$ cat config.mk
export PLATFORM = sky130hd
export DESIGN_NAME = ceac_top
export DESIGN_NICKNAME = d
export VERILOG_FILES = /design/src/rtl/ceac_pkg.sv /design/src/rtl/ceac_top.sv /design/src/rtl/ceac_capture.sv /design/src/rtl/ceac_counters.sv
export VERILOG_INCLUDE_DIRS = /design/src /design/src/rtl
export SDC_FILE = /design/constraint.sdc
export NUM_CORES = 1
export LEC_CHECK = 0
export BUFFER_PORTS_ARGS = -buffer_cell sky130_fd_sc_hd__buf_2
export CORE_MARGIN = 2
export CORE_UTILIZATION = 49
export CTS_CLUSTER_SIZE = 40
export DETAILED_ROUTE_END_ITERATION = 7
export GPL_TIMING_DRIVEN = 0
export PLACE_DENSITY = 0.9
export SETUP_SLACK_MARGIN = 0.5
export SKIP_CTS_REPAIR_TIMING = 1
export SLEW_MARGIN = 30
export SYNTH_ARGS = -nofsm -noshare
export SYNTH_HDL_FRONTEND = slang
export SYNTH_SLANG_ARGS = --single-unit
$ cat constraint.sdc
create_clock -name aclk -period 1.9 [get_ports aclk]
set_input_delay 0.38 -clock aclk [delete_from_list [all_inputs] [get_ports aclk]]
set_output_delay 0.38 -clock aclk [all_outputs]
set_load 0.02 [all_outputs]
$ cat src/rtl/ceac_params.svh
// constants of the can error and arbitration capture block
// Functional notes
// - latch first bus error, hold until read
// - latch first arbitration loss, hold until read
// - each bus error bumps tx or rx counter unless that counter is already full
// - arbitration loss never touches error counters
// - error byte bits 0-7, arbitration byte 8-15
// - error fresh bit 16, arbitration fresh 17
// - fresh flag marks content new since read
// - segment code zero means no error recorded
// - segment codes for identifier bit groups
// - segment codes for frame fields
// - segment codes for delimiters and flags
// - direction zero transmit, one receive
// - error type bit, form, stuff, other
// - loss positions 0-12 base identifier, SRTR, IDE
// - loss positions 13-31 extended identifier, RTR
// - no error since start reads all zero
// - arbitration fresh flag marks new position
`ifndef CEAC_PARAMS_SVH
`define CEAC_PARAMS_SVH
// register byte offsets
`define CEAC_OFF_CAPTURE 8'h00
`define CEAC_OFF_CTRL 8'h04
`define CEAC_OFF_COUNT 8'h08
// capture word layout
`define CEAC_ERR_LSB 0
`define CEAC_ARB_LSB 8
`define CEAC_ERR_FRESH_BIT 16
`define CEAC_ARB_FRESH_BIT 17
// control and counter layout
`define CEAC_CTRL_EN_BIT 0
`define CEAC_TX_CNT_LSB 0
`define CEAC_RX_CNT_LSB 8
// reset values and limits
`define CEAC_CAP_RST 8'h00
`define CEAC_CNT_RST 8'h00
`define CEAC_CNT_MAX 8'hFF
`define CEAC_CTRL_EN_RST 1'b0
// bus answers
`define CEAC_RESP_OKAY 2'h0
`define CEAC_RESP_SLVERR 2'h2
`endif

$ cat src/rtl/ceac_pkg.sv
// types of the can error and arbitration capture block
package ceac_pkg;
  // error segment codes, zero means nothing recorded
  typedef enum logic [4:0] {
    CEAC_SEG_NONE = 5'h00,
    CEAC_SEG_ID28_21 = 5'h02,
    CEAC_SEG_SOF = 5'h03,
    CEAC_SEG_SRTR = 5'h04,
    CEAC_SEG_IDE = 5'h05,
    CEAC_SEG_ID20_18 = 5'h06,
    CEAC_SEG_ID17_13 = 5'h07,
    CEAC_SEG_CRC = 5'h08,
    CEAC_SEG_RSV0 = 5'h09,
    CEAC_SEG_DATA = 5'h0A,
    CEAC_SEG_DLC = 5'h0B,
    CEAC_SEG_XRTR = 5'h0C,
    CEAC_SEG_RSV1 = 5'h0D,
    CEAC_SEG_ID4_0 = 5'h0E,
    CEAC_SEG_ID12_5 = 5'h0F,
    CEAC_SEG_ACT_FLAG = 5'h11,
    CEAC_SEG_INTERMISSION = 5'h12,
    CEAC_SEG_TOL_DOM = 5'h13,
    CEAC_SEG_PAS_FLAG = 5'h16,
    CEAC_SEG_ERR_DELIM = 5'h17,
    CEAC_SEG_CRC_DELIM = 5'h18,
    CEAC_SEG_ACK_SLOT = 5'h19,
    CEAC_SEG_EOF = 5'h1A,
    CEAC_SEG_ACK_DELIM = 5'h1B,
    CEAC_SEG_OVL_FLAG = 5'h1C
  } ceac_seg_t;
  // direction of the failing frame
  typedef enum logic {
    CEAC_DIR_TX = 1'b0,
    CEAC_DIR_RX = 1'b1
  } ceac_dir_t;
  // error kind
  typedef enum logic [1:0] {
    CEAC_ERR_BIT = 2'h0,
    CEAC_ERR_FORM = 2'h1,
    CEAC_ERR_STUFF = 2'h2,
    CEAC_ERR_OTHER = 2'h3
  } ceac_etype_t;
  // loss position: 0-10 id.28..18, 11 srtr, 12 ide, 13-30 id.17..0, 31 rtr
  typedef logic [4:0] ceac_alpos_t;
  // register selected by an address
  typedef enum logic [1:0] {
    CEAC_SEL_CAP = 2'h0,
    CEAC_SEL_CTRL = 2'h1,
    CEAC_SEL_CNT = 2'h2,
    CEAC_SEL_NONE = 2'h3
  } ceac_sel_t;
  // bus error event from the protocol engine
  typedef struct packed {
    logic valid; // one-cycle pulse
    ceac_etype_t error_type;
    ceac_dir_t dir;
    ceac_seg_t error_segment_code;
  } ceac_err_evt_t;
  // arbitration loss event from the protocol engine
  typedef struct packed {
    logic valid; // one-cycle pulse
    ceac_alpos_t arbitration_loss_position;
  } ceac_arb_evt_t;
  // state of one capture record
  typedef struct packed {
    logic [7:0] data;
    logic fresh;
  } ceac_cap_st_t;
  // state of the error counters
  typedef struct packed {
    logic [7:0] tx;
    logic [7:0] rx;
  } ceac_cnt_st_t;
  // state of the top level
  typedef struct packed {
    logic [7:0] aw_addr;
    logic aw_held;
    logic [31:0] w_data;
    logic [3:0] w_strb;
    logic w_held;
    logic awready;
    logic wready;
    logic bvalid;
    logic [1:0] bresp;
    logic arready;
    logic rvalid;
    logic [31:0] rdata;
    logic [1:0] rresp;
    logic comm_en;
    logic comm_en_d;
  } ceac_top_st_t;
endpackage : ceac_pkg

$ cat src/rtl/ceac_top.sv
// can error and arbitration capture with axi4-lite register access
//
// The AXI4-Lite interface to the registers and the placing of the registers were decided locally.
`timescale 1ns/10ps
`default_nettype none
`include "ceac_params.svh"
module ceac_top (
  input wire logic aclk, // system clock, 100 MHz
  input wire logic aresetn, // sync reset, active low
  input wire logic [7:0] s_axi_awaddr, // write address
  input wire logic s_axi_awvalid, // write address valid
  output logic s_axi_awready, // write address ready
  input wire logic [31:0] s_axi_wdata, // write data
  input wire logic [3:0] s_axi_wstrb, // write byte strobes
  input wire logic s_axi_wvalid, // write data valid
  output logic s_axi_wready, // write data ready
  output logic [1:0] s_axi_bresp, // write response
  output logic s_axi_bvalid, // write response valid
  input wire logic s_axi_bready, // write response ready
  input wire logic [7:0] s_axi_araddr, // read address
  input wire logic s_axi_arvalid, // read address valid
  output logic s_axi_arready, // read address ready
  output logic [31:0] s_axi_rdata, // read data
  output logic [1:0] s_axi_rresp, // read response
  output logic s_axi_rvalid, // read data valid
  input wire logic s_axi_rready, // read data ready
  input wire ceac_pkg::ceac_err_evt_t err_evt, // bus error event
  input wire ceac_pkg::ceac_arb_evt_t arb_evt // arbitration loss event
);

  ////////////////////////////////////////////////////////////////////
  // address decode, shared by the read and the write path
  function automatic ceac_pkg::ceac_sel_t sel_of(input logic [7:0] addr);
    case (addr)
      `CEAC_OFF_CAPTURE: sel_of = ceac_pkg::CEAC_SEL_CAP;
      `CEAC_OFF_CTRL: sel_of = ceac_pkg::CEAC_SEL_CTRL;
      `CEAC_OFF_COUNT: sel_of = ceac_pkg::CEAC_SEL_CNT;
      default: sel_of = ceac_pkg::CEAC_SEL_NONE;
    endcase
  endfunction : sel_of

  ceac_pkg::ceac_top_st_t st_r; // registered state
  ceac_pkg::ceac_top_st_t st_nxt; // next state

  logic aw_hs; // write address taken
  logic w_hs; // write data taken
  logic b_hs; // write response taken
  logic ar_hs; // read address taken
  logic r_hs; // read data taken
  logic start; // first cycle of communication
  logic rd_clr; // read of the capture word
  logic err_take; // bus error while communicating
  logic err_cap; // bus error eligible for capture
  logic arb_take; // arbitration loss while communicating
  logic [7:0] err_byte_in; // error details packed as a byte
  logic [7:0] arb_byte_in; // loss position packed as a byte
  logic [7:0] err_q; // held error byte
  logic err_fresh; // error record new
  logic [7:0] arb_q; // held arbitration byte
  logic arb_fresh; // arbitration record new
  logic [7:0] tx_cnt; // transmit error count
  logic [7:0] rx_cnt; // receive error count
  logic [31:0] cap_word; // packed capture word

  ////////////////////////////////////////////////////////////////////
  // handshakes and event qualification
  assign aw_hs = s_axi_awvalid && st_r.awready;
  assign w_hs = s_axi_wvalid && st_r.wready;
  assign b_hs = st_r.bvalid && s_axi_bready;
  assign ar_hs = s_axi_arvalid && st_r.arready;
  assign r_hs = st_r.rvalid && s_axi_rready;

  // communication starts on the rising enable; records begin empty
  assign start = st_r.comm_en && !st_r.comm_en_d;

  // one read takes both records and re-arms both
  assign rd_clr = ar_hs && (sel_of(s_axi_araddr) == ceac_pkg::CEAC_SEL_CAP);

  // events before the start are not recorded at all
  assign err_take = err_evt.valid && st_r.comm_en;
  // a code of zero would read back as no error, so it is not latched
  assign err_cap = err_take &&
    (err_evt.error_segment_code != ceac_pkg::CEAC_SEG_NONE);
  // arbitration loss goes to its own record only
  assign arb_take = arb_evt.valid && st_r.comm_en;

  // byte layout: segment 4:0, direction 5, type 7:6
  assign err_byte_in = {err_evt.error_type, err_evt.dir,
    err_evt.error_segment_code};
  // position in the low five bits, upper bits zero
  assign arb_byte_in = {3'h0, arb_evt.arbitration_loss_position};

  ////////////////////////////////////////////////////////////////////
  // the two capture records
  ceac_capture u_err_cap (
    .aclk(aclk),
    .aresetn(aresetn),
    .start(start),
    .evt(err_cap),
    .evt_data(err_byte_in),
    .rd_clr(rd_clr),
    .cap_data(err_q),
    .cap_fresh(err_fresh)
  );

  ceac_capture u_arb_cap (
    .aclk(aclk),
    .aresetn(aresetn),
    .start(start),
    .evt(arb_take),
    .evt_data(arb_byte_in),
    .rd_clr(rd_clr),
    .cap_data(arb_q),
    .cap_fresh(arb_fresh)
  );

  // error counters see bus errors only, never arbitration loss
  ceac_counters u_cnt (
    .aclk(aclk),
    .aresetn(aresetn),
    .start(start),
    .err(err_take),
    .dir(err_evt.dir),
    .tx_cnt(tx_cnt),
    .rx_cnt(rx_cnt)
  );

  ////////////////////////////////////////////////////////////////////
  // packed capture word; everything not listed stays zero
  always_comb begin
    cap_word = 32'h0000_0000;
    cap_word[`CEAC_ERR_LSB +: 8] = err_q;
    cap_word[`CEAC_ARB_LSB +: 8] = arb_q;
    cap_word[`CEAC_ERR_FRESH_BIT] = err_fresh;
    cap_word[`CEAC_ARB_FRESH_BIT] = arb_fresh;
  end

  ////////////////////////////////////////////////////////////////////
  // bus slave next state
  always_comb begin
    st_nxt = st_r;
    st_nxt.comm_en_d = st_r.comm_en;
    // address and data may come in either order
    if (aw_hs) begin
      st_nxt.aw_addr = s_axi_awaddr;
      st_nxt.aw_held = 1'b1;
    end
    if (w_hs) begin
      st_nxt.w_data = s_axi_wdata;
      st_nxt.w_strb = s_axi_wstrb;
      st_nxt.w_held = 1'b1;
    end
    // both halves present: perform the write and answer
    if (st_r.aw_held && st_r.w_held && !st_r.bvalid) begin
      case (sel_of(st_r.aw_addr))
        ceac_pkg::CEAC_SEL_CTRL: begin
          // only the low lane holds the enable bit
          if (st_r.w_strb[0]) begin
            st_nxt.comm_en = st_r.w_data[`CEAC_CTRL_EN_BIT];
          end
          st_nxt.bresp = `CEAC_RESP_OKAY;
        end
        ceac_pkg::CEAC_SEL_CAP,
        ceac_pkg::CEAC_SEL_CNT: begin
          // read-only words: write dropped, answered okay
          st_nxt.bresp = `CEAC_RESP_OKAY;
        end
        default: begin
          st_nxt.bresp = `CEAC_RESP_SLVERR;
        end
      endcase
      st_nxt.bvalid = 1'b1;
      st_nxt.aw_held = 1'b0;
      st_nxt.w_held = 1'b0;
    end
    if (b_hs) begin
      st_nxt.bvalid = 1'b0;
    end
    // one write in flight: no new halves until the answer is gone
    st_nxt.awready = !st_nxt.aw_held && !st_nxt.bvalid;
    st_nxt.wready = !st_nxt.w_held && !st_nxt.bvalid;
    // read path: data sampled in the cycle the address is taken
    if (ar_hs) begin
      st_nxt.rvalid = 1'b1;
      st_nxt.rresp = `CEAC_RESP_OKAY;
      case (sel_of(s_axi_araddr))
        ceac_pkg::CEAC_SEL_CAP: begin
          st_nxt.rdata = cap_word;
        end
        ceac_pkg::CEAC_SEL_CTRL: begin
          st_nxt.rdata = 32'h0000_0000;
          st_nxt.rdata[`CEAC_CTRL_EN_BIT] = st_r.comm_en;
        end
        ceac_pkg::CEAC_SEL_CNT: begin
          st_nxt.rdata = 32'h0000_0000;
          st_nxt.rdata[`CEAC_TX_CNT_LSB +: 8] = tx_cnt;
          st_nxt.rdata[`CEAC_RX_CNT_LSB +: 8] = rx_cnt;
        end
        default: begin
          st_nxt.rdata = 32'h0000_0000;
          st_nxt.rresp = `CEAC_RESP_SLVERR;
        end
      endcase
    end
    if (r_hs) begin
      st_nxt.rvalid = 1'b0;
    end
    // one read in flight at a time
    st_nxt.arready = !st_nxt.rvalid;
  end

  // state register; readies rise one edge after reset release
  always_ff @(posedge aclk) begin
    if (!aresetn) begin
      st_r <= '0;
    end else begin
      st_r <= st_nxt;
    end
  end

  // outputs straight from the state flops
  assign s_axi_awready = st_r.awready;
  assign s_axi_wready = st_r.wready;
  assign s_axi_bresp = st_r.bresp;
  assign s_axi_bvalid = st_r.bvalid;
  assign s_axi_arready = st_r.arready;
  assign s_axi_rdata = st_r.rdata;
  assign s_axi_rresp = st_r.rresp;
  assign s_axi_rvalid = st_r.rvalid;

  ////////////////////////////////////////////////////////////////////
  // checks on the capture behaviour
  AST_ERR_LATCH: assert property (@(posedge aclk) disable iff (!aresetn)
    (err_cap && !start && (!err_fresh || rd_clr))
    |=> err_fresh && (err_q == $past(err_byte_in)))
    else $error("bus error not latched into the error record");

  AST_ARB_LATCH: assert property (@(posedge aclk) disable iff (!aresetn)
    (arb_take && !start && (!arb_fresh || rd_clr))
    |=> arb_fresh && (arb_q == $past(arb_byte_in)))
    else $error("arbitration loss not latched into its record");

  AST_ARB_NO_COUNT: assert property (@(posedge aclk) disable iff (!aresetn)
    (arb_take && !err_take && !start) |=> $stable(tx_cnt) && $stable(rx_cnt))
    else $error("arbitration loss moved an error counter");

  AST_WORD_BYTES: assert property (@(posedge aclk) disable iff (!aresetn)
    rd_clr |=> s_axi_rvalid && (s_axi_rdata[7:0] == $past(err_q))
    && (s_axi_rdata[15:8] == $past(arb_q)))
    else $error("capture bytes misplaced in the read word");

  AST_WORD_FLAGS: assert property (@(posedge aclk) disable iff (!aresetn)
    rd_clr |=> (s_axi_rdata[16] == $past(err_fresh))
    && (s_axi_rdata[17] == $past(arb_fresh)))
    else $error("fresh flags misplaced in the read word");

  AST_READ_REARM: assert property (@(posedge aclk) disable iff (!aresetn)
    (rd_clr && !err_cap && !arb_take) |=> !err_fresh && !arb_fresh)
    else $error("read did not clear both fresh flags");

  AST_START_EMPTY: assert property (@(posedge aclk) disable iff (!aresetn)
    start |=> (err_q == 8'h00) && !err_fresh && (arb_q == 8'h00) && !arb_fresh)
    else $error("records not empty at communication start");

  AST_RSV_ZERO: assert property (@(posedge aclk) disable iff (!aresetn)
    rd_clr |=> (s_axi_rdata[31:18] == 14'h0000))
    else $error("reserved bits of the capture word not zero");

  AST_NONE_SKIP: assert property (@(posedge aclk) disable iff (!aresetn)
    (err_take && (err_evt.error_segment_code == ceac_pkg::CEAC_SEG_NONE)
    && !err_fresh && !start) |=> !err_fresh)
    else $error("error with empty segment code was latched");

  AST_READ_ANSWER: assert property (@(posedge aclk) disable iff (!aresetn)
    ar_hs |=> s_axi_rvalid && !s_axi_arready)
    else $error("read not answered one cycle after address");

  ////////////////////////////////////////////////////////////////////
  // checks on the records, on counting, on the quiet state before the start and on read answers
  // an error record of code zero is never marked fresh
  AST_ZERO_STALE: assert property (@(posedge aclk) disable iff (!aresetn)
    (err_q[4:0] == 5'h00) |-> !err_fresh)
    else $error("fresh error record with empty segment code");

  // arbitration loss leaves the error record alone
  AST_ARB_NO_ERR_REC: assert property (@(posedge aclk) disable iff (!aresetn)
    (arb_take && !err_cap && !start && !rd_clr) |=> $stable(err_q) && $stable(err_fresh))
    else $error("arbitration loss changed the error record");

  // every bus error moves one counter unless a counter is already full
  AST_ERR_COUNTS: assert property (@(posedge aclk) disable iff (!aresetn)
    (err_take && !start && (tx_cnt != `CEAC_CNT_MAX) && (rx_cnt != `CEAC_CNT_MAX))
    |=> $changed(tx_cnt) || $changed(rx_cnt))
    else $error("bus error left both counters unchanged");

  // nothing turns fresh while communication is off
  AST_IDLE_QUIET: assert property (@(posedge aclk) disable iff (!aresetn)
    (!st_r.comm_en && !err_fresh && !arb_fresh) |=> !err_fresh && !arb_fresh)
    else $error("record marked fresh while communication is off");

  // a read of the capture word always answers okay
  AST_READ_OKAY: assert property (@(posedge aclk) disable iff (!aresetn)
    rd_clr |=> (s_axi_rresp == `CEAC_RESP_OKAY))
    else $error("capture word read not answered okay");
endmodule : ceac_top
`default_nettype wire

$ cat src/rtl/ceac_capture.sv
// one capture record: latch, freeze until read, re-arm
`timescale 1ns/10ps
`default_nettype none
`include "ceac_params.svh"
module ceac_capture (
  input wire logic aclk, // system clock
  input wire logic aresetn, // sync reset, active low
  input wire logic start, // communication start, clears record
  input wire logic evt, // event to capture
  input wire logic [7:0] evt_data, // event details
  input wire logic rd_clr, // host read of the word
  output logic [7:0] cap_data, // held details
  output logic cap_fresh // record new since last read
);
  ceac_pkg::ceac_cap_st_t st_r; // registered state
  ceac_pkg::ceac_cap_st_t st_nxt; // next state

  ////////////////////////////////////////////////////////////////////
  // next state: read clears the flag, a new event in that cycle wins
  always_comb begin
    st_nxt = st_r;
    if (rd_clr) begin
      st_nxt.fresh = 1'b0;
    end
    if (start) begin
      st_nxt.data = `CEAC_CAP_RST;
      st_nxt.fresh = 1'b0;
    end else if (evt && (!st_r.fresh || rd_clr)) begin
      st_nxt.data = evt_data;
      st_nxt.fresh = 1'b1;
    end
  end

  // state register
  always_ff @(posedge aclk) begin
    if (!aresetn) begin
      st_r <= '0;
    end else begin
      st_r <= st_nxt;
    end
  end

  assign cap_data = st_r.data;
  assign cap_fresh = st_r.fresh;

  ////////////////////////////////////////////////////////////////////
  AST_CAP_FROZEN: assert property (@(posedge aclk) disable iff (!aresetn)
    (st_r.fresh && !rd_clr && !start) |=> $stable(st_r.data) && st_r.fresh)
    else $error("held capture changed before a read");
endmodule : ceac_capture
`default_nettype wire

$ cat src/rtl/ceac_counters.sv
// transmit and receive error counters, saturating
`timescale 1ns/10ps
`default_nettype none
`include "ceac_params.svh"
module ceac_counters (
  input wire logic aclk, // system clock
  input wire logic aresetn, // sync reset, active low
  input wire logic start, // communication start, clears counts
  input wire logic err, // bus error pulse
  input wire ceac_pkg::ceac_dir_t dir, // direction of that error
  output logic [7:0] tx_cnt, // transmit error count
  output logic [7:0] rx_cnt // receive error count
);
  ceac_pkg::ceac_cnt_st_t st_r; // registered state
  ceac_pkg::ceac_cnt_st_t st_nxt; // next state

  ////////////////////////////////////////////////////////////////////
  // next state: one counter moves per error, held at the top value
  always_comb begin
    st_nxt = st_r;
    if (start) begin
      st_nxt.tx = `CEAC_CNT_RST;
      st_nxt.rx = `CEAC_CNT_RST;
    end else if (err) begin
      if (dir == ceac_pkg::CEAC_DIR_TX) begin
        if (st_r.tx != `CEAC_CNT_MAX) st_nxt.tx = st_r.tx + 8'h01;
      end else begin
        if (st_r.rx != `CEAC_CNT_MAX) st_nxt.rx = st_r.rx + 8'h01;
      end
    end
  end

  // state register
  always_ff @(posedge aclk) begin
    if (!aresetn) begin
      st_r <= '0;
    end else begin
      st_r <= st_nxt;
    end
  end

  assign tx_cnt = st_r.tx;
  assign rx_cnt = st_r.rx;

  ////////////////////////////////////////////////////////////////////
  AST_CNT_TX_STEP: assert property (@(posedge aclk) disable iff (!aresetn)
    (err && !start && dir == ceac_pkg::CEAC_DIR_TX && st_r.tx != `CEAC_CNT_MAX)
    |=> (st_r.tx == $past(st_r.tx) + 8'h01) && $stable(st_r.rx))
    else $error("transmit error did not step tx count");
  AST_CNT_RX_STEP: assert property (@(posedge aclk) disable iff (!aresetn)
    (err && !start && dir == ceac_pkg::CEAC_DIR_RX && st_r.rx != `CEAC_CNT_MAX)
    |=> (st_r.rx == $past(st_r.rx) + 8'h01) && $stable(st_r.tx))
    else $error("receive error did not step rx count");
endmodule : ceac_counters

==> out/qor.yml <==
utilization: 0.684
synth_xor_area_frac: 0.0194
design.die.area_sq_um: 7120
wl_per_cell_um: 16.7
num_vias: 3112
die_w_um: 84.4
grt_util_met3: 0.0403
dp_hpwl_mm: 5.90
core_area_sq_um: 6310
slew_violations: 0
viasPerCell: 5.75
grt_pass1_wl_mm: 12.6
finalSetupViolations: 0
synthAdderAreaFrac: 0.00791
place_area_sq_um: 3700
yosys.area_share.simple: 0.178
crit_chain: "or4_4 -> or4_4 -> mux2i_1 -> nor2_1"
cpMostUsedCell: "or4_4"
synth_cell_types: 45
synth_compound_area_frac: 0.221
crit_path_top_delay_cell: "or4_4"
synth-seq-cells: 70
critical_path_required_ps: 2120
grt_pass1_vias: 2729
synth_area_per_cell_sq_um: 8.89
cts.sinks: 70
antenna_found_initial: 0
synth_warnings: 0
vdd_ir_drop_max_v: 0.000496
final.period_utilization: 0.902
status: "finished clean"
synth_top_family_by_area: "compound AO/OA/AOI/OAI gates"
cpPeakStageDelay_ps: 540
yosysSeqAreaShare: 0.443
cp_max_fo: 2
fin_nets: 535
grt_overflow: 0
path_buf_inv: 0
placed_cells: 512
min_period_ps: 1710
root_buffer: "clkbuf_8"
syn_inst: 356
portBuffers: 64
syn_area_sq_um: 3160
fp.dieH_um: 84.4
max_cap_violations: 0
powerDensity_nw_per_um2: 690
drc: 0
routed_wl_mm: 9.01
synth_edf_count: 0
cts_tree: "done"
drtIter0Drc: 342
critPathCaptureType: "flop"
synth_flop_cell: "dfxtp_1"
rsz0062_at_grt: "yes"
use_met2: 0.383
finalHoldViolCount: 0
cts.path.max_buffers: 2
worstPathArrival_ps: 1940
top_usage_layer: "met2"
async_flop_share: 0
hp-class: "in2reg"
drive_gt1_frac: 0.416
grt_max_degree: 13
diodes: 0
crit_type: "reg2reg"
whs_ps: 271
met1_usage: 0.262
fin_skew_ps: 14.3
area_delta_synth_final_pct: 36.4
critPathLaunchType: "flop"
initial_core_util: 0.501
final_common_cell: "buf_2"
fmax_mhz: 584
gp_congestion: 0.906
numCtsBuffers: 9
pin_count: 115
fin_area_sq_um: 4320
final_cell_mix: "buf_2 (63), dfxtp_1 (59), buf_4 (46)"
grt_use_total: 0.221
dr.pass1.iters: 6
fp-row-count: 29
h-tree-depth: 3
p_leak_uw: 0.00180
fin_setup_tns_ps: 0
ant_nets: 0
critPathTopFamily: "simple AND/OR/NAND/NOR gates"
layout.cells.non_filler: 541
synth_mux_area_frac: 0.0158
cts.reportedPaths.clkPinSlew_ps: 70
clock_latency_ps: 350
[report_power, final]
group	total, uW	leakage [uW]	internal [uW]	switching [uW]
clock	1210	0.000102	637	570
combinational	269	0.00112	106	164
sequential	1500	0.000573	1480	15.6
total	2980	0.00180	2230	749
[final timing paths]
path	slack, ps	end	depth (start not counted)	start
hold / removal	270	st_r[86]	3	s_axi_awaddr[5]
setup / recovery	190	st_nxt[0]	4	st_r[85]
hold reg to reg	460	s_axi_bresp[1]	2	s_axi_bresp[1]
setup reg to reg	190	st_nxt[0]	4	st_r[85]
[logic make-up (layout without fill, tap and decap cells)]
| kind of cell | after synthesis | count (layout) |
|---|---|---|
| compound gates | 102 | 102 |
| xor+xnor | 7 | 7 |
| fa+ha+maj | 2 | 2 |
| buf+inv | 58 | 151 |
| flops | 70 | 70 |
| mux | 5 | 5 |
| other cells | 1 | 16 |
| simple gates | 111 | 111 |
[area by class of cell]
cell class	count	area, sq um
Multi-Input combinational cell	243	1740
Buffer	50	365
Tap cell	77	96.3
Sequential cell	70	1430
Timing Repair Buffer	77	459
Clock inverter	6	61.3
Fill cell	454	2000
Clock buffer	10	138
Inverter	8	30.0
[worst min-delay path, delay by kind of cell]
family                 cells  cell delay [ps]
buffers and inverters      1               90
and+or+nand+nor            1               50
AOI/OAI and AO/OA          1               50
[synth_stat cells, types with 5 or more instances]
master	count	area (sq um)
xnor2_1	6	52.6
and2_1	6	37.5
nor2_1	21	78.8
nand3_1	25	125
buf_4	36	270
a21oi_1	36	180
a22o_2	11	110
nand2_1	30	113
inv_1	8	30.0
dfxtp_1	70	1400
mux2i_1	5	50.1
a22o_1	13	114
o21ai_0	18	90.1
or4_1	5	37.5
a211oi_1	6	45.0
clkbuf_1	11	41.3
[metal layers]
layer | vias to the layer above | wire, um | share of wire
met4 | 0 | 332 | 0.037
met2 | 169 | 4660 | 0.52
met3 | 39 | 593 | 0.066
met5 | - | 0 | 0
li1 | 1440 | - | -
met1 | 1464 | 3430 | 0.38
[through the flow]
stage	setup WS (ps)	power, uW
after CTS	129	2960
after detailed placement	-16.5	1780
after global routing	159	3080
after floorplan	240	1690
final	186	2980
after global placement	46.7	1770
[flip-flops by register name, indices dropped and copies added, names as in the netlist]
signal and cells:
u_err_cap.cap_fresh 1, u_cnt.rx_cnt 8, s_axi_rvalid 1, u_err_cap.cap_data 8, s_axi_arready 1, u_arb_cap.cap_fresh 1, s_axi_rdata 18, u_cnt.tx_cnt 8
s_axi_rresp 1, s_axi_wready 1, s_axi_awready 1, st_nxt 1, s_axi_bvalid 1, st_r 13, s_axi_bresp 1, u_arb_cap.cap_data 5
No activity file was read; power rests on OpenSTA's default activity.
